### src/include/cfg_ident_map.svh
`ifndef CFG_IDENT_MAP_SVH
`define CFG_IDENT_MAP_SVH

// configuration dword indices (byte offset / 4)
`define DW_IDENT        6'h02
`define DW_LINE         6'h03

// byte offsets inside the header
`define OFF_REVISION    8'h08
`define OFF_CLASS       8'h09
`define OFF_CACHE_LINE  8'h0c
`define OFF_TENURE      8'h0d
`define OFF_HEADER      8'h0e

// byte lanes inside the line dword
`define LANE_CACHE_LINE 2'd0
`define LANE_TENURE     2'd1

// fixed identification values
`define BASE_CLASS      8'h0c
`define SUB_CLASS       8'h03
`define PI_OPEN_FS      8'h10
`define PI_ENHANCED_HS  8'h20
`define HEADER_LAYOUT   8'h80
`define SELF_TEST_BYTE  8'h00

// reset values
`define CACHE_LINE_RST  8'h00
`define TENURE_RST      8'h00
`define WORD_ZERO       32'h0000_0000

// memory read commands on the bus
`define CMD_MEM_READ    4'h6
`define CMD_READ_MULT   4'hc
`define CMD_READ_LINE   4'he

`endif

### src/include/cfg_ident_pkg.sv
package cfg_ident_pkg;

    // one configuration access from the host bridge
    typedef struct packed {
        logic        sel;
        logic        wr;
        logic [5:0]  dw_idx;
        logic [3:0]  be;
        logic [31:0] wdata;
    } cfg_req_s;

    // kind of function this header belongs to
    typedef enum logic [1:0] {
        FN_OPEN_FS_A,
        FN_OPEN_FS_B,
        FN_ENHANCED_HS
    } func_kind_e;

    // whole state of the register slice
    typedef struct packed {
        logic [7:0]  cache_line;
        logic [7:0]  tenure;
        logic        ack;
        logic [31:0] rdata;
        logic [3:0]  rd_cmd;
        logic        wrap;
        logic [7:0]  tenure_left;
        logic        tenure_expired;
        logic        frame_q;
    } regs_s;

endpackage

### src/cfg_ident_regs.sv
`timescale 1ns/1ps
`include "cfg_ident_map.svh"

// What this block does
// - revision byte at 08h, read only, value chosen per design.
// - 24-bit read-only class code at 09h, three byte fields.
// - base class byte always reads 0ch, serial bus controller.
// - sub-class byte always reads 03h, usb host controller.
// - programming interface 10h for full-speed functions, 20h for high-speed.
// - cache line size at 0ch, read/write, counted in dwords.
// - cache line size clears to 00h on bus reset.
// - as master, cache line size picks plain, line or multiple read.
// - as target, cache line size detects where a burst wraps.
// - latency timer byte, read/write, pci clocks, resets to 00h.
// - header type bit 7 reads 1, several functions present.
// - header type bits 6 to 0 read zero.
module cfg_ident_regs #(
    parameter cfg_ident_pkg::func_kind_e FUNC_KIND    = cfg_ident_pkg::FN_OPEN_FS_A,
    parameter logic [7:0]                DESIGN_REV   = 8'h01,  // arbitrary value
    parameter int                        ADDR_W       = 8
) (
    input  wire logic                    clk,
    input  wire logic                    sys_rst,
    input  wire cfg_ident_pkg::cfg_req_s cfg_req,
    output logic                         cfg_ack,
    output logic [31:0]                  cfg_rdata,
    output logic [7:0]                   cache_line_words,
    output logic [7:0]                   bus_master_tenure_count,
    input  wire logic [7:0]              mst_read_dwords,
    output logic [3:0]                   mst_read_cmd,
    input  wire logic                    tgt_burst_active,
    input  wire logic [ADDR_W-1:0]       tgt_dw_addr,
    output logic                         burst_wrap,
    input  wire logic                    mst_frame,
    output logic                         tenure_expired
);

    ////////////////////////////////////////////////////////////////////////
    // fixed identity bytes

    logic [7:0]  programming_interface_code;
    logic [7:0]  design_revision_byte;
    logic [7:0]  base_class_byte;
    logic [7:0]  sub_class_byte;
    logic [7:0]  header_layout_code;
    logic        several_functions_flag;
    logic [23:0] function_class_code;
    logic [31:0] ident_word;
    logic        line_end;

    // interface byte follows the function kind
    assign programming_interface_code = (FUNC_KIND == cfg_ident_pkg::FN_ENHANCED_HS)
                                        ? `PI_ENHANCED_HS : `PI_OPEN_FS;
    assign design_revision_byte       = DESIGN_REV;
    assign base_class_byte            = `BASE_CLASS;
    assign sub_class_byte             = `SUB_CLASS;
    assign header_layout_code         = `HEADER_LAYOUT;
    assign several_functions_flag     = header_layout_code[7];
    assign function_class_code        = {base_class_byte, sub_class_byte,
                                         programming_interface_code};
    assign ident_word                 = {function_class_code, design_revision_byte};

    ////////////////////////////////////////////////////////////////////////
    // target burst wrap detection

    cache_line_wrap #(
        .AW               (ADDR_W)
    ) u_wrap (
        .cache_line_words (cache_line_words),
        .dw_addr          (tgt_dw_addr),
        .at_line_end      (line_end)
    );

    ////////////////////////////////////////////////////////////////////////
    // state update

    cfg_ident_pkg::regs_s r;
    cfg_ident_pkg::regs_s n;
    logic                 rd;
    logic                 wr;

    assign rd = cfg_req.sel && !cfg_req.wr;
    assign wr = cfg_req.sel && cfg_req.wr;

    // one access per cycle, answered one cycle later
    always_comb begin
        n       = r;
        n.ack   = cfg_req.sel;
        n.rdata = `WORD_ZERO;
        // read path, other header dwords read as zero here
        if (rd) begin
            case (cfg_req.dw_idx)
                `DW_IDENT: n.rdata = ident_word;
                `DW_LINE:  n.rdata = {`SELF_TEST_BYTE, several_functions_flag,
                                      header_layout_code[6:0],
                                      r.tenure, r.cache_line};
                default:   n.rdata = `WORD_ZERO;
            endcase
        end
        // only the two writable bytes take data; identity bytes ignore it
        if (wr && cfg_req.dw_idx == `DW_LINE) begin
            if (cfg_req.be[`LANE_CACHE_LINE]) begin
                n.cache_line = cfg_req.wdata[7:0];
            end
            if (cfg_req.be[`LANE_TENURE]) begin
                n.tenure = cfg_req.wdata[15:8];
            end
        end
        // read command choice; unknown line size means plain reads
        if (r.cache_line == 8'h00 || mst_read_dwords <= 8'h01) begin
            n.rd_cmd = `CMD_MEM_READ;
        end else if (mst_read_dwords <= r.cache_line) begin
            n.rd_cmd = `CMD_READ_LINE;
        end else begin
            n.rd_cmd = `CMD_READ_MULT;
        end
        n.wrap    = tgt_burst_active && line_end;
        // tenure countdown loads at frame start, counts pci clocks
        n.frame_q = mst_frame;
        if (mst_frame && !r.frame_q) begin
            n.tenure_left    = r.tenure;
            n.tenure_expired = 1'b0;
        end else if (mst_frame) begin
            if (r.tenure_left != 8'h00) begin
                n.tenure_left = r.tenure_left - 8'h01;
            end
            n.tenure_expired = (r.tenure_left == 8'h00);
        end else begin
            n.tenure_expired = 1'b0;
        end
    end

    // bus reset clears everything to constants
    always_ff @(posedge clk or posedge sys_rst) begin
        if (sys_rst) begin
            r                <= '0;
            r.cache_line     <= `CACHE_LINE_RST;
            r.tenure         <= `TENURE_RST;
            r.rd_cmd         <= `CMD_MEM_READ;
        end else begin
            r <= n;
        end
    end

    assign cfg_ack                 = r.ack;
    assign cfg_rdata               = r.rdata;
    assign cache_line_words        = r.cache_line;
    assign bus_master_tenure_count = r.tenure;
    assign mst_read_cmd            = r.rd_cmd;
    assign burst_wrap              = r.wrap;
    assign tenure_expired          = r.tenure_expired;
endmodule

### src/cache_line_wrap.sv
`timescale 1ns/1ps

// flags the last dword of a cache line; only power-of-two sizes wrap
module cache_line_wrap #(
    parameter int AW = 8
) (
    input  wire logic [7:0]    cache_line_words,
    input  wire logic [AW-1:0] dw_addr,
    output logic               at_line_end
);
    logic [7:0] mask;
    logic       pow2;

    // a size of zero or a non power of two disables wrapping
    always_comb begin
        mask        = cache_line_words - 8'h01;
        pow2        = (cache_line_words != 8'h00) && ((cache_line_words & mask) == 8'h00);
        at_line_end = pow2 && ((dw_addr[7:0] & mask) == mask);
    end
endmodule

### config.mk
export PLATFORM = sky130hd
export DESIGN_NAME = cfg_ident_regs
export DESIGN_NICKNAME = d
export VERILOG_FILES = /design/src/include/cfg_ident_pkg.sv /design/src/cfg_ident_regs.sv /design/src/cache_line_wrap.sv
export VERILOG_INCLUDE_DIRS = /design/src /design/src/include
export SDC_FILE = /design/constraint.sdc
export NUM_CORES = 1
export LEC_CHECK = 0
export BUFFER_PORTS_ARGS = -buffer_cell sky130_fd_sc_hd__buf_2
export CAP_MARGIN = 20
export CORE_MARGIN = 10
export CORE_UTILIZATION = 25
export DETAILED_ROUTE_END_ITERATION = 8
export HOLD_SLACK_MARGIN = 0.1
export PLACE_DENSITY = 0.57
export SYNTH_ARGS = -nofsm -noshare
export SYNTH_HDL_FRONTEND = slang
export SYNTH_SLANG_ARGS = --single-unit
### constraint.sdc
create_clock -name clk -period 2.05 [get_ports clk]
set_input_delay 0.3075 -clock clk [delete_from_list [all_inputs] [get_ports clk]]
set_output_delay 0.3075 -clock clk [all_outputs]
set_load 0.02 [all_outputs]
======== Yosys cells after proc, flatten, opt, wreduce, memory -nomap -nowiden ========
Cells that the tools add are included.
cells by class
  add/sub/neg operators ................... 2
  $lt $le $gt $ge ......................... 2
  equal/unequal tests ..................... 3
  mux-type cells .......................... 8
  bitwise logic cells ..................... 2
  reduce and logical (&&, ||, !) cells .... 20
operators with widths
  cell                   number
  $pmux W28 S2           1
  $mux W28               1
  $logic_not A8 Y1       3
  $and A8 B8 Y8          2
  $mux W8                2
  $reduce_bool A8 Y1     2
  $sub A8 B1 Y8 const B  2
  $eq A6 B2 Y1 const B   2
  $mux W9                1
  $eq A8 B8 Y1           1
  $le A8 B1 Y1 const B   1
  $le A8 B8 Y1           1
  $logic_and A1 B1 Y1    7
  $reduce_and A2 Y1      3
  $mux W4                1
  $reduce_bool A2 Y1     2
  $logic_not A1 Y1       2
  $mux W2                1
  $logic_or A1 B1 Y1     1
  $mux W1                1
storage, ports and cells
  flip-flop bits (word level) ............. 64
  input port bits ......................... 64
  output and inout port bits .............. 55
  word-level logic and storage cells ...... 46

======== Depth between registers and ports, before layout ========
Gate-level depths: netlist (run 1).
  depth in word-level cells ............... 6
  depth in mapped cells ................... 9
  depth with buffers taken out ............ 9

======== Modules after synthesis ========
From an unflattened synthesis (run 1), not the netlist that was laid out.
unflattened totals
  cell total of the unflattened synthesis .. 261
  area total of the unflattened synthesis .. 2,798.9 sq um
by module, submodules not included
  module           instances  cells each  area each (sq um)  sequential area each (sq um)
  cfg_ident_regs   1          232         2,565.0            1,202.4
  cache_line_wrap  1          29          234.0              0.0

======== Least setup slack after synthesis (run 1) ========
OpenSTA, ideal clock, no wires.
  path kind ............................... reg2reg
  from .................................... register r, in the netlist cache_line_words[0]
  to ...................................... register r, in the netlist burst_wrap
  arrival time ............................ 2.096 ns
  required time ........................... 1.949 ns
  setup slack ............................. -0.147 ns
  stages on the path, launching flop included .. 10
  cells stage by stage .................... dfrtp_1 -> inv_1 -> ha_1 -> or3b_2 -> or3_1 -> ha_1 -> o22ai_1 -> nor2_1 -> nand3_1 -> nor4_1
RTL lines
  what                    line                   text
  from (decl)             cfg_ident_regs.sv:77   cfg_ident_pkg::regs_s r;
  from (signal assigned)  cfg_ident_regs.sv:141  r <= n;

==> metrics.log, run 1 <==
[metrics] dominant combinational cell family by area after synthesis: buffers and inverters
[metrics] Routed WL: 6.99 mm
[metrics] number of flops mapped to enable cells by yosys: 0
[metrics] mux share of post-synthesis cell area: 6.67%
[metrics] Max transition margin: 59.9%
[metrics] startpoint of the lowest-slack register-to-register path: cache_line_words[0]
[metrics] core area: 10400 um2
[metrics] smallest setup slack after layout: -50.3 ps
[metrics] Worst VDD drop: 399 uV
[metrics] netlist area before placement: 2700 um2
[metrics] Wirelength per Cell: 15.3 um
[metrics] clock transition at the registers of the reported paths: 90 ps
[metrics] synthesis-to-layout area growth: 20.7%
[metrics] setup repair after global routing missed its margin: yes
[metrics] area fraction of the dominant cell type after synthesis: 43.5%
[metrics] ys flop type: sky130_fd_sc_hd__dfrtp_1
[metrics] end point of the worst hold path: cfg_ack
[metrics] period utilization: 102%
[metrics] leading cell types by total area after synthesis: sky130_fd_sc_hd__dfrtp_1 44%, sky130_fd_sc_hd__buf_4 14%, sky130_fd_sc_hd__ha_1 7.9%
[metrics] synth cell count leaders: 52 x sky130_fd_sc_hd__buf_4, 47 x sky130_fd_sc_hd__dfrtp_1, 17 x sky130_fd_sc_hd__ha_1
[metrics] global-route wire length before repair: 10.6 mm
[metrics] most instantiated library cell after synthesis: sky130_fd_sc_hd__buf_4
[metrics] root buffer cell: sky130_fd_sc_hd__clkbuf_8
[metrics] number of register bits inferred by synthesis: 48
[metrics] Yosys cell types: 42
[metrics] largest fanout of any net on the critical path: 2
[metrics] reported max-cap violation count: 0
[metrics] Post-route DRC: 0
[metrics] die outline area: 15400 um2
[metrics] total of warnings raised by yosys: 0
[metrics] DR vias: 1952
[metrics] TritonCTS clock tree: yes
[metrics] quantity of I/O buffers inserted on ports: 87
[metrics] adder and majority gate portion of the synthesized area: 7.87%
[metrics] Iter 0 DRT Violations: 71
[metrics] HPWL after DPL: 5.53 mm
[metrics] maximum clock skew at final layout: 6.49 ps
[metrics] sequence of cells on the critical path: inv_2 -> ha_4 -> or3b_4 -> or3_4 -> ha_4 -> o22ai_2 -> nor2_1 -> nand3_1 -> nor4_2
[metrics] Avg Vias per Cell: 4.26
[metrics] # H-tree levels: 2
[metrics] violated checks: setup timing
[metrics] share of the synthesized netlist area taken by xor and xnor gates: 0%
[metrics] Worst-Margin Slew: 600 ps
[metrics] worst hold path cell count: 1
[metrics] class of the tightest hold or removal check: primary input to flop
[metrics] final hold violation count: 0
[metrics] initial antenna violation count: 2
[metrics] first-pass detailed-route iteration total: 4
[metrics] row count: 37
[metrics] synthesized netlist cell count: 255
[metrics] clock latency on the worst-skew pair: 300 ps
[metrics] largest net degree at the start of global routing: 49
[metrics] biggest cell delay along the critical path: 400 ps
[metrics] CTS Buffer Depth: 2
[metrics] worst path buffer plus inverter count: 1
[metrics] leakage power: 1.76 nW
[metrics] floorplan die width: 124 um
[metrics] average cell area after synthesis: 10.6 um2
[metrics] Num CTS Buffers: 5
[metrics] Layout Utilization: 31.3%
[metrics] overall fraction of global-route tracks in use: 8.70%
[metrics] vias in the first global route: 2055
[metrics] FFs w/ async S/R, synth: 100%
[metrics] endpoint of the worst-slack reg-to-reg timing path: burst_wrap
[metrics] Crit-path slowest cell: sky130_fd_sc_hd__dfrtp_1
[metrics] count of cells along the worst register-to-register path: 9
[metrics] post-layout net count: 400
[metrics] Arrival @ worst endpoint: 2310 ps
[metrics] Startpoint Class: flop
[metrics] total I/O pin count: 119
[metrics] leftover overflow at the end of global routing: 0
[metrics] layout cell share with drive strength beyond 1: 43.4%
[metrics] final critical path time including I/O delays and setup: 2100 ps
[metrics] Power Total: 0.00250 W
[metrics] Pins Over Slew Limit: 0
[metrics] Largest delay share family, worst path: simple AND/OR/NAND/NOR gates
[metrics] global placer's final weighted congestion: 0.808
[metrics] Reg2Reg Setup Slack: -50 ps
[metrics] count of endpoints failing setup in the final report: 1
[metrics] cell type with the highest occurrence count on the critical path: sky130_fd_sc_hd__ha_4
[metrics] complex-gate fraction of the synthesized area: 10.4%
[metrics] Setup crit end kind: flop
[metrics] status: finished, violations left
[metrics] areal power density over the cells: 765 nW/um2
[metrics] simple-gate area share of the yosys netlist: 13.0%
[metrics] DRT antenna net count: 0
[metrics] overall die height: 124 um
[metrics] cell taking the most area after synthesis: sky130_fd_sc_hd__dfrtp_1
[metrics] Crit Path Category: flop to flop
[metrics] Starting Density: 25.9%
[metrics] worst min-delay path startpoint: cfg_req[43]
[metrics] required time of the critical path: 2260 ps
[metrics] post-synthesis sequential area ratio: 44.5%
[metrics] Clock Sink Count: 48
[metrics] Fmax: 476 MHz
==> cell type report <==
class	count	area [um2]
clock buffers	5	68.8
diodes	2	5.00
clock inverters	3	68.8
inverters	16	60.1
repair buffers	102	563
flip-flops and latches	48	1200
fillers	1077	7150
multi-input cells	146	1120
well taps	136	170
==> where the power goes <==
group          total [W]  internal [W]  switching [W]
Sequential       0.00110       0.00103      0.0000742
Combinational   0.000564      0.000244       0.000319
Clock           0.000831      0.000491       0.000340
Total            0.00250       0.00176       0.000733
==> placed cells by master (no fill, tap or decap), types with 11 or more instances in the layout <==
master                    netlist  layout
sky130_fd_sc_hd__and2_1        14      14
sky130_fd_sc_hd__ha_1          17      15
sky130_fd_sc_hd__buf_2          1      87
sky130_fd_sc_hd__conb_1         2      13
sky130_fd_sc_hd__buf_4         52      13
sky130_fd_sc_hd__mux2_2        16      16
sky130_fd_sc_hd__dfrtp_1       47      47
sky130_fd_sc_hd__inv_1         16      13
sky130_fd_sc_hd__o21ai_0       11      11
==> kinds of logic (layout without fill, tap and decap cells) <==
kind of cell / after synthesis / after routing
other: 2 / 15
AO/OA/AOI/OAI: 41 / 41
buffers and inverters: 72 / 126
AND/OR/NAND/NOR: 59 / 59
flip-flops: 48 / 48
adder cells (fa/ha/maj): 17 / 17
multiplexers: 16 / 16
==> through the flow <==
step / cells / hold WS, ps / setup WS (ps) / setup TNS (ps) / instance area, um2
floorplan: 266 / 339 / -109 / -109 / 2750
global placement: 446 / 369 / -95.8 / -95.8 / 3060
detailed placement: 446 / 375 / -167 / -167 / 3060
CTS: 456 / 114 / -109 / -109 / 3240
global route: 457 / 114 / -154 / -154 / 3260
finish: 458 / 129 / -50.3 / -50.3 / 3260
==> metal layers <==
metal	vias up	wire length [um]	global-route usage (%)
met4	2	52	2.45
met5	-	7	0
li1	950	-	-
met2	75	3090	13.5
met1	919	3040	11.1
met3	6	798	3.26
==> registers in the layout, summed over array words and instances (netlist names) <==
name	cells
cfg_rdata	18
burst_wrap	1
mst_read_cmd	2
cfg_ack	1
r	9
tenure_expired	1
bus_master_tenure_count	8
cache_line_words	8
==> worst max path at each step <==
stage                        start         end  slack, ps  depth (start not counted)
2_1_floorplan  cache_line_words[0]  burst_wrap       -110                          9
3_3_place_gp   cache_line_words[1]  burst_wrap       -100                          9
3_5_place_dp   cache_line_words[0]  burst_wrap       -170                          9
4_1_cts        cache_line_words[1]  burst_wrap       -110                          9
5_1_grt        cache_line_words[1]  burst_wrap       -150                          9
6_report       cache_line_words[0]  burst_wrap        -50                          9
==> what timing repair did <==
item / 4_1_cts / 5_1_grt
setup buffers: 1 / 0
endpoints found under the hold margin: 47 / 0
setup endpoints to repair: 1 / 4
hold buffers: 1 / 0
resized for setup: 3 / 4
pin swaps: 1 / 1
Power figures use the tool's default switching activity.
==> run 2: changes to the inputs <==
Settings changed: CTS_CLUSTER_SIZE set to 16, SETUP_SLACK_MARGIN set to 0.1, SLEW_MARGIN set to 15.
==> run 2 against run 1 <==
Highest routed layer unchanged. Clock power hardly changed. Power is 1.5% higher. Non-clock buffer count is 3 higher. The flow still finishes with violations (setup timing). Largest power group unchanged. Wire length is 0.83% higher. Setup slack worse by 7.4 ps. Largest cell class unchanged.
==> metrics.log, run 2 (synthesis gave the netlist of run 1 again) <==
[metrics] status: finished, violations left
[metrics] violated checks: setup timing
[metrics] overall die height: 124 um (unchanged)
[metrics] clock transition at the registers of the reported paths: 90 ps (about the same)
[metrics] Wirelength per Cell: 15.3 um (+0.17%)
[metrics] global-route wire length before repair: 10.6 mm (unchanged)
[metrics] Crit Path Category: flop to flop
[metrics] die outline area: 15400 um2 (unchanged)
[metrics] HPWL after DPL: 5.53 mm (unchanged)
[metrics] smallest setup slack after layout: -57.7 ps (-7.43 ps)
[metrics] layout cell share with drive strength beyond 1: 44.3% (+0.83 points)
[metrics] vias in the first global route: 2058 (+0.15%)
[metrics] areal power density over the cells: 768 nW/um2 (+0.32%)
[metrics] largest net degree at the start of global routing: 49 (unchanged)
[metrics] Num CTS Buffers: 5 (unchanged)
[metrics] maximum clock skew at final layout: 3.63 ps (-2.86 ps)
[metrics] count of cells along the worst register-to-register path: 9 (unchanged)
[metrics] TritonCTS clock tree: yes
[metrics] overall fraction of global-route tracks in use: 8.69% (-0.0094 points)
[metrics] Post-route DRC: 0 (unchanged)
[metrics] Fmax: 474 MHz (-0.35%)
[metrics] root buffer cell: sky130_fd_sc_hd__clkbuf_8
[metrics] Largest delay share family, worst path: simple AND/OR/NAND/NOR gates
[metrics] commonest non-fill, non-tap cell in the layout: sky130_fd_sc_hd__buf_2
[metrics] startpoint of the lowest-slack register-to-register path: cache_line_words[0]
[metrics] Max transition margin: 61.2% (+1.3 points)
[metrics] DRT antenna net count: 0 (unchanged)
[metrics] sequence of cells on the critical path: inv_2 -> ha_4 -> or3b_4 -> or3_4 -> ha_4 -> o22ai_2 -> nor2_1 -> nand3_1 -> nor4_2
[metrics] worst min-delay path startpoint: cfg_req[43]
[metrics] Pins Over Slew Limit: 0 (unchanged)
[metrics] worst path buffer plus inverter count: 1 (unchanged)
[metrics] leftover overflow at the end of global routing: 0 (unchanged)
[metrics] Reg2Reg Setup Slack: -60 ps (about the same)
[metrics] leakage power: 1.78 nW (+1.0%)
[metrics] initial antenna violation count: 2 (unchanged)
[metrics] commonest cells after routing, fill and taps aside: 87 x sky130_fd_sc_hd__buf_2, 47 x sky130_fd_sc_hd__dfrtp_1, 16 x sky130_fd_sc_hd__mux2_2
[metrics] DR vias: 2001 (+2.5%)
[metrics] synthesis-to-layout area growth: 22.2%
[metrics] worst hold path cell count: 1 (unchanged)
[metrics] clock latency on the worst-skew pair: 300 ps (about the same)
[metrics] first-pass detailed-route iteration total: 6 (+2)
[metrics] Routed WL: 7.05 mm (+0.83%)
[metrics] Clock Sink Count: 48 (unchanged)
[metrics] CTS Buffer Depth: 2 (unchanged)
[metrics] Iter 0 DRT Violations: 68 (-4.2%)
[metrics] Setup crit end kind: flop
[metrics] number of flip-flops in the largest register: 18 (unchanged)
[metrics] Arrival @ worst endpoint: 2320 ps (about the same)
[metrics] post-layout net count: 403 (+0.75%)
[metrics] end point of the worst hold path: cfg_ack
[metrics] Startpoint Class: flop
[metrics] setup repair after global routing missed its margin: yes
[metrics] endpoint of the worst-slack reg-to-reg timing path: burst_wrap
[metrics] count of endpoints failing setup in the final report: 1 (unchanged)
[metrics] period utilization: 103% (+0.36 points)
[metrics] hold slack: 129 ps (-0.0640 ps)
[metrics] cell type with the highest occurrence count on the critical path: sky130_fd_sc_hd__ha_4
[metrics] class of the tightest hold or removal check: primary input to flop
[metrics] floorplan die width: 124 um (unchanged)
[metrics] reported max-cap violation count: 0 (unchanged)
[metrics] quantity of I/O buffers inserted on ports: 87 (unchanged)
[metrics] global placer's final weighted congestion: 0.808 (unchanged)
[metrics] Worst-Margin Slew: 580 ps (-20.0 ps)
[metrics] core area: 10400 um2 (unchanged)
[metrics] # H-tree levels: 2 (unchanged)
[metrics] required time of the critical path: 2260 ps (about the same)
[metrics] biggest cell delay along the critical path: 400 ps (about the same)
[metrics] Crit-path slowest cell: sky130_fd_sc_hd__dfrtp_1
[metrics] final hold violation count: 0 (unchanged)
[metrics] Layout Utilization: 31.7% (+0.37 points)
[metrics] Starting Density: 25.9% (unchanged)
[metrics] row count: 37 (unchanged)
[metrics] Worst VDD drop: 403 uV (+1.1%)
[metrics] largest fanout of any net on the critical path: 2 (unchanged)
[metrics] total I/O pin count: 119 (unchanged)
[metrics] final critical path time including I/O delays and setup: 2110 ps (+7.43 ps)
[metrics] Avg Vias per Cell: 4.34 (+1.8%)
==> run 2: area by class of cell <==
type	count	area (um2)
repair buffers	105	589
fillers	1075	7110
clock inverters	3	68.8
flip-flops and latches	48	1200
well taps	136	170
diodes	2	5.00
clock buffers	5	68.8
multi-input cells	146	1140
inverters	16	60.1
==> run 2: how the worst max path moves through the flow <==
stage	cells after the start	startpoint	slack [ps]	endpoint
floorplan	9	cache_line_words[0]	-110	burst_wrap
global placement	9	cache_line_words[1]	-100	burst_wrap
detailed placement	9	cache_line_words[0]	-170	burst_wrap
CTS	9	cache_line_words[1]	-110	burst_wrap
global route	9	cache_line_words[1]	-150	burst_wrap
finish	9	cache_line_words[0]	-60	burst_wrap
==> run 2: power by group <==
part           switching [W]  internal, W  leakage (nW)  total (W)
logic               0.000327     0.000270          1.06   0.000596
registers          0.0000768      0.00103         0.648    0.00110
clock network       0.000342     0.000491        0.0688   0.000834
total               0.000746      0.00179          1.78    0.00253
==> run 2: worst register-to-register path: stages (launching register included) <==
cell	delay, ps
sky130_fd_sc_hd__dfrtp_1	400
sky130_fd_sc_hd__inv_2	90
sky130_fd_sc_hd__ha_4	130
sky130_fd_sc_hd__or3b_4	370
sky130_fd_sc_hd__or3_4	360
sky130_fd_sc_hd__ha_4	270
sky130_fd_sc_hd__o22ai_2	60
sky130_fd_sc_hd__nor2_1	90
sky130_fd_sc_hd__nand3_1	100
sky130_fd_sc_hd__nor4_2	150
==> run 2: through the flow <==
step	power, W	setup TNS, ps	setup slack [ps]	cell area (um2)	cells
floorplan	0.00153	-109	-109	2750	266
global placement	0.00165	-95.8	-95.8	3060	446
detailed placement	0.00167	-167	-167	3060	446
CTS	0.00254	-109	-109	3240	456
global route	0.00269	-258	-154	3300	460
finish	0.00253	-57.7	-57.7	3300	461
==> run 2: timing repair <==
action                     CTS  global route
setup endpoints to repair    5             7
buffers inserted             1             3
hold endpoints to repair    47             0
pin swaps                    2             3
hold buffers                 1             0
resized for setup            4             6
==> run 2: metal layers <==
| metal | up-vias | wire, um | track usage (%) |
|---|---|---|---|
| li1 | 955 | - | - |
| met2 | 87 | 3090 | 13.6 |
| met5 | - | 7 | 0 |
| met3 | 8 | 820 | 3.17 |
| met1 | 949 | 3060 | 11.0 |
| met4 | 2 | 64 | 2.37 |
==> run 3: changes to the inputs <==
Settings changed: CORE_MARGIN 10 to 8, PLACE_DENSITY 0.57 to 0.56, TNS_END_PERCENT set to 1.
Clock period 2.05 ns to 2.2 ns, I/O delays scaled along.
==> run 3 against run 2 <==
The run still ends with setup timing left. Power fell by 19%. Setup slack gained 53 ps. Clock skew up 1.7 ps. Non-clock buffer count increased by 1. Wire length decreased by 4.9%. Utilization shrank 1.6 points. First-iteration DRC count shrank 4.4%. Sequential power shrank 6%. Via count down 1.9%. Die area decreased by 6.3%. Critical endpoint unchanged. Largest cell class unchanged.
==> metrics.log, run 3 (synthesis gave the netlist of run 1 again) <==
[metrics] status: finished, violations left
[metrics] violated checks: setup timing
[metrics] Starting Density: 25.3% (-0.68 points)
[metrics] areal power density over the cells: 638 nW/um2 (-17%)
[metrics] quantity of I/O buffers inserted on ports: 87 (unchanged)
[metrics] global-route wire length before repair: 10.9 mm (+2.7%)
[metrics] Crit Path Category: flop to flop
[metrics] DRT antenna net count: 0 (unchanged)
[metrics] Avg Vias per Cell: 4.24 (-2.3%)
[metrics] core area: 10700 um2 (+2.7%)
[metrics] biggest cell delay along the critical path: 400 ps (about the same)
[metrics] clock transition at the registers of the reported paths: 90 ps (about the same)
[metrics] number of diodes added for antenna fixing: 0 (-2)
[metrics] setup repair after global routing missed its margin: yes
[metrics] period utilization: 100% (-2.6 points)
[metrics] wire length on met3: 473 um (-42%)
[metrics] Routed WL: 6.70 mm (-4.9%)
[metrics] final hold violation count: 0 (unchanged)
[metrics] Clock Sink Count: 48 (unchanged)
[metrics] commonest non-fill, non-tap cell in the layout: sky130_fd_sc_hd__buf_2
[metrics] Setup crit end kind: flop
[metrics] root buffer cell: sky130_fd_sc_hd__clkbuf_8
[metrics] synthesis-to-layout area growth: 19.2%
[metrics] Wirelength per Cell: 14.5 um (-5.3%)
[metrics] met2 WL: 3.03 mm (-1.9%)
[metrics] class of the tightest hold or removal check: primary input to flop
[metrics] largest fanout of any net on the critical path: 2 (unchanged)
[metrics] count of endpoints failing setup in the final report: 1 (unchanged)
[metrics] largest net degree at the start of global routing: 20 (-59%)
[metrics] Num CTS Buffers: 5 (unchanged)
[metrics] global placer's final weighted congestion: 0.796 (-1.5%)
[metrics] Pins Over Slew Limit: 0 (unchanged)
[metrics] worst path buffer plus inverter count: 1 (unchanged)
[metrics] leakage power: 1.74 nW (-1.9%)
[metrics] commonest cells after routing, fill and taps aside: 87 x sky130_fd_sc_hd__buf_2, 47 x sky130_fd_sc_hd__dfrtp_1, 18 x sky130_fd_sc_hd__buf_4
[metrics] Worst-Margin Slew: 588 ps (+8.32 ps)
[metrics] Largest delay share family, worst path: simple AND/OR/NAND/NOR gates
[metrics] die outline area: 14400 um2 (-6.3%)
[metrics] initial antenna violation count: 1 (-1)
[metrics] Arrival @ worst endpoint: 2420 ps (+100 ps)
[metrics] Fmax: 454 MHz (-4.4%)
[metrics] leftover overflow at the end of global routing: 0 (unchanged)
[metrics] Power Total: 0.00205 W (-19%)
[metrics] final critical path time including I/O delays and setup: 2200 ps (+96.9 ps)
[metrics] vias in the first global route: 2075 (+0.83%)
[metrics] Startpoint Class: flop
[metrics] HPWL after DPL: 5.34 mm (-3.3%)
[metrics] Worst VDD drop: 221 uV (-45%)
[metrics] Layout Utilization: 30.1% (-1.6 points)
[metrics] hold slack: 152 ps (+23.2 ps)
[metrics] Iter 0 DRT Violations: 65 (-4.4%)
[metrics] met1 layer wirelength in the final routing: 3.14 mm (+2.5%)
[metrics] CTS Buffer Depth: 2 (unchanged)
[metrics] sequence of cells on the critical path: inv_2 -> ha_4 -> or3b_4 -> or3_4 -> ha_4 -> o22ai_2 -> nor2_1 -> nand3_1 -> nor4_2
[metrics] Post-route DRC: 0 (unchanged)
[metrics] overall fraction of global-route tracks in use: 9.35% (+0.66 points)
[metrics] total I/O pin count: 119 (unchanged)
[metrics] clock latency on the worst-skew pair: 300 ps (about the same)
[metrics] number of flip-flops in the largest register: 18 (unchanged)
[metrics] overall die height: 120 um (-3.2%)
[metrics] floorplan die width: 120 um (-3.2%)
[metrics] first-pass detailed-route iteration total: 6 (unchanged)
[metrics] TritonCTS clock tree: yes
[metrics] required time of the critical path: 2410 ps (+150 ps)
[metrics] post-layout net count: 404 (+0.25%)
[metrics] Top Layer Used: met4
[metrics] smallest setup slack after layout: -4.61 ps (+53.1 ps)
[metrics] Post-Place Setup Slack: -66.9 ps (+100 ps)
[metrics] row count: 38 (+2.7%)
[metrics] DR vias: 1963 (-1.9%)
[metrics] Crit-path slowest cell: sky130_fd_sc_hd__dfrtp_1
[metrics] layout cell share with drive strength beyond 1: 43.7% (-0.62 points)
[metrics] Max transition margin: 60.7% (-0.56 points)
[metrics] # H-tree levels: 2 (unchanged)
[metrics] maximum clock skew at final layout: 5.34 ps (+1.71 ps)
[metrics] cell type with the highest occurrence count on the critical path: sky130_fd_sc_hd__ha_4
[metrics] reported max-cap violation count: 0 (unchanged)
-- run 3: changes by cell type in the layout (fill, tap and decap cells not counted) --
cell	before	now
sky130_fd_sc_hd__or4_1	0	1
sky130_fd_sc_hd__bufinv_16	2	0
sky130_fd_sc_hd__clkinv_2	0	1
sky130_fd_sc_hd__clkbuf_1	0	1
sky130_fd_sc_hd__o31ai_2	0	1
sky130_fd_sc_hd__inv_6	1	0
sky130_fd_sc_hd__or4_4	1	0
sky130_fd_sc_hd__buf_12	1	0
sky130_fd_sc_hd__buf_6	1	0
sky130_fd_sc_hd__diode_2	2	0
sky130_fd_sc_hd__o31ai_4	2	1
sky130_fd_sc_hd__buf_4	15	18
-- run 3: layer usage --
| layer | track usage, % | vias up |
|---|---|---|
| li1 | - | 961 |
| met1 | 12.2 | 930 |
| met2 | 14.9 | 68 |
| met3 | 2.44 | 4 |
| met4 | 2.58 | 0 |
| met5 | 0 | - |
-- run 3: report_power, final --
group	switching [W]	total [W]	internal, W
Sequential	0.0000773	0.00103	0.000958
Clock	0.000290	0.000507	0.000217
Combinational	0.000290	0.000513	0.000222
-- run 3: cell type report --
type | count | area (um2)
Clock buffer | 6 | 72.6
Fill cell | 1118 | 7480
Inverter | 16 | 60.1
Sequential cell | 48 | 1200
Clock inverter | 1 | 5.00
Tap cell | 140 | 175
Multi-Input combinational cell | 146 | 1120
Timing Repair Buffer | 106 | 581
-- run 3: worst reg2reg max path, cell delays in order (launching register included) --
cell and delay (ps):
sky130_fd_sc_hd__dfrtp_1 400, sky130_fd_sc_hd__inv_2 90, sky130_fd_sc_hd__ha_4 120, sky130_fd_sc_hd__or3b_4 390, sky130_fd_sc_hd__or3_4 360, sky130_fd_sc_hd__ha_4 280
sky130_fd_sc_hd__o22ai_2 50, sky130_fd_sc_hd__nor2_1 120, sky130_fd_sc_hd__nand3_1 110, sky130_fd_sc_hd__nor4_2 220
-- run 3: timing repair --
item | 4_1_cts | 5_1_grt
hold endpoints to repair | 17 | 0
buffers inserted | 3 | 2
setup endpoints to repair | 1 | 4
hold buffers | 1 | 0
resized for setup | 5 | 2
pin swaps | 6 | 6
-- run 3: final timing paths --
check | startpoint | to | slack [ps] | depth (start not counted)
setup / recovery | cache_line_words[1] | burst_wrap | -5 | 9
hold / removal | cfg_req[43] | cfg_ack | 150 | 1
setup reg to reg | cache_line_words[1] | burst_wrap | -5 | 9
hold reg to reg | r[8] | r[8] | 490 | 1
max in group asynchronous | sys_rst | mst_read_cmd[1] | 1020 | 4
min in group asynchronous | sys_rst | cfg_rdata[11] | 560 | 3
-- run 3: metrics by stage --
| step | area [um2] | instances | TNS (ps) |
|---|---|---|---|
| final | 3220 | 463 | -4.61 |
| after detailed placement | 3060 | 450 | -66.9 |
| after CTS | 3190 | 461 | -4.89 |
| after floorplan | 2750 | 266 | 0 |
| after global routing | 3220 | 463 | -106 |
| after global placement | 3060 | 450 | 0 |
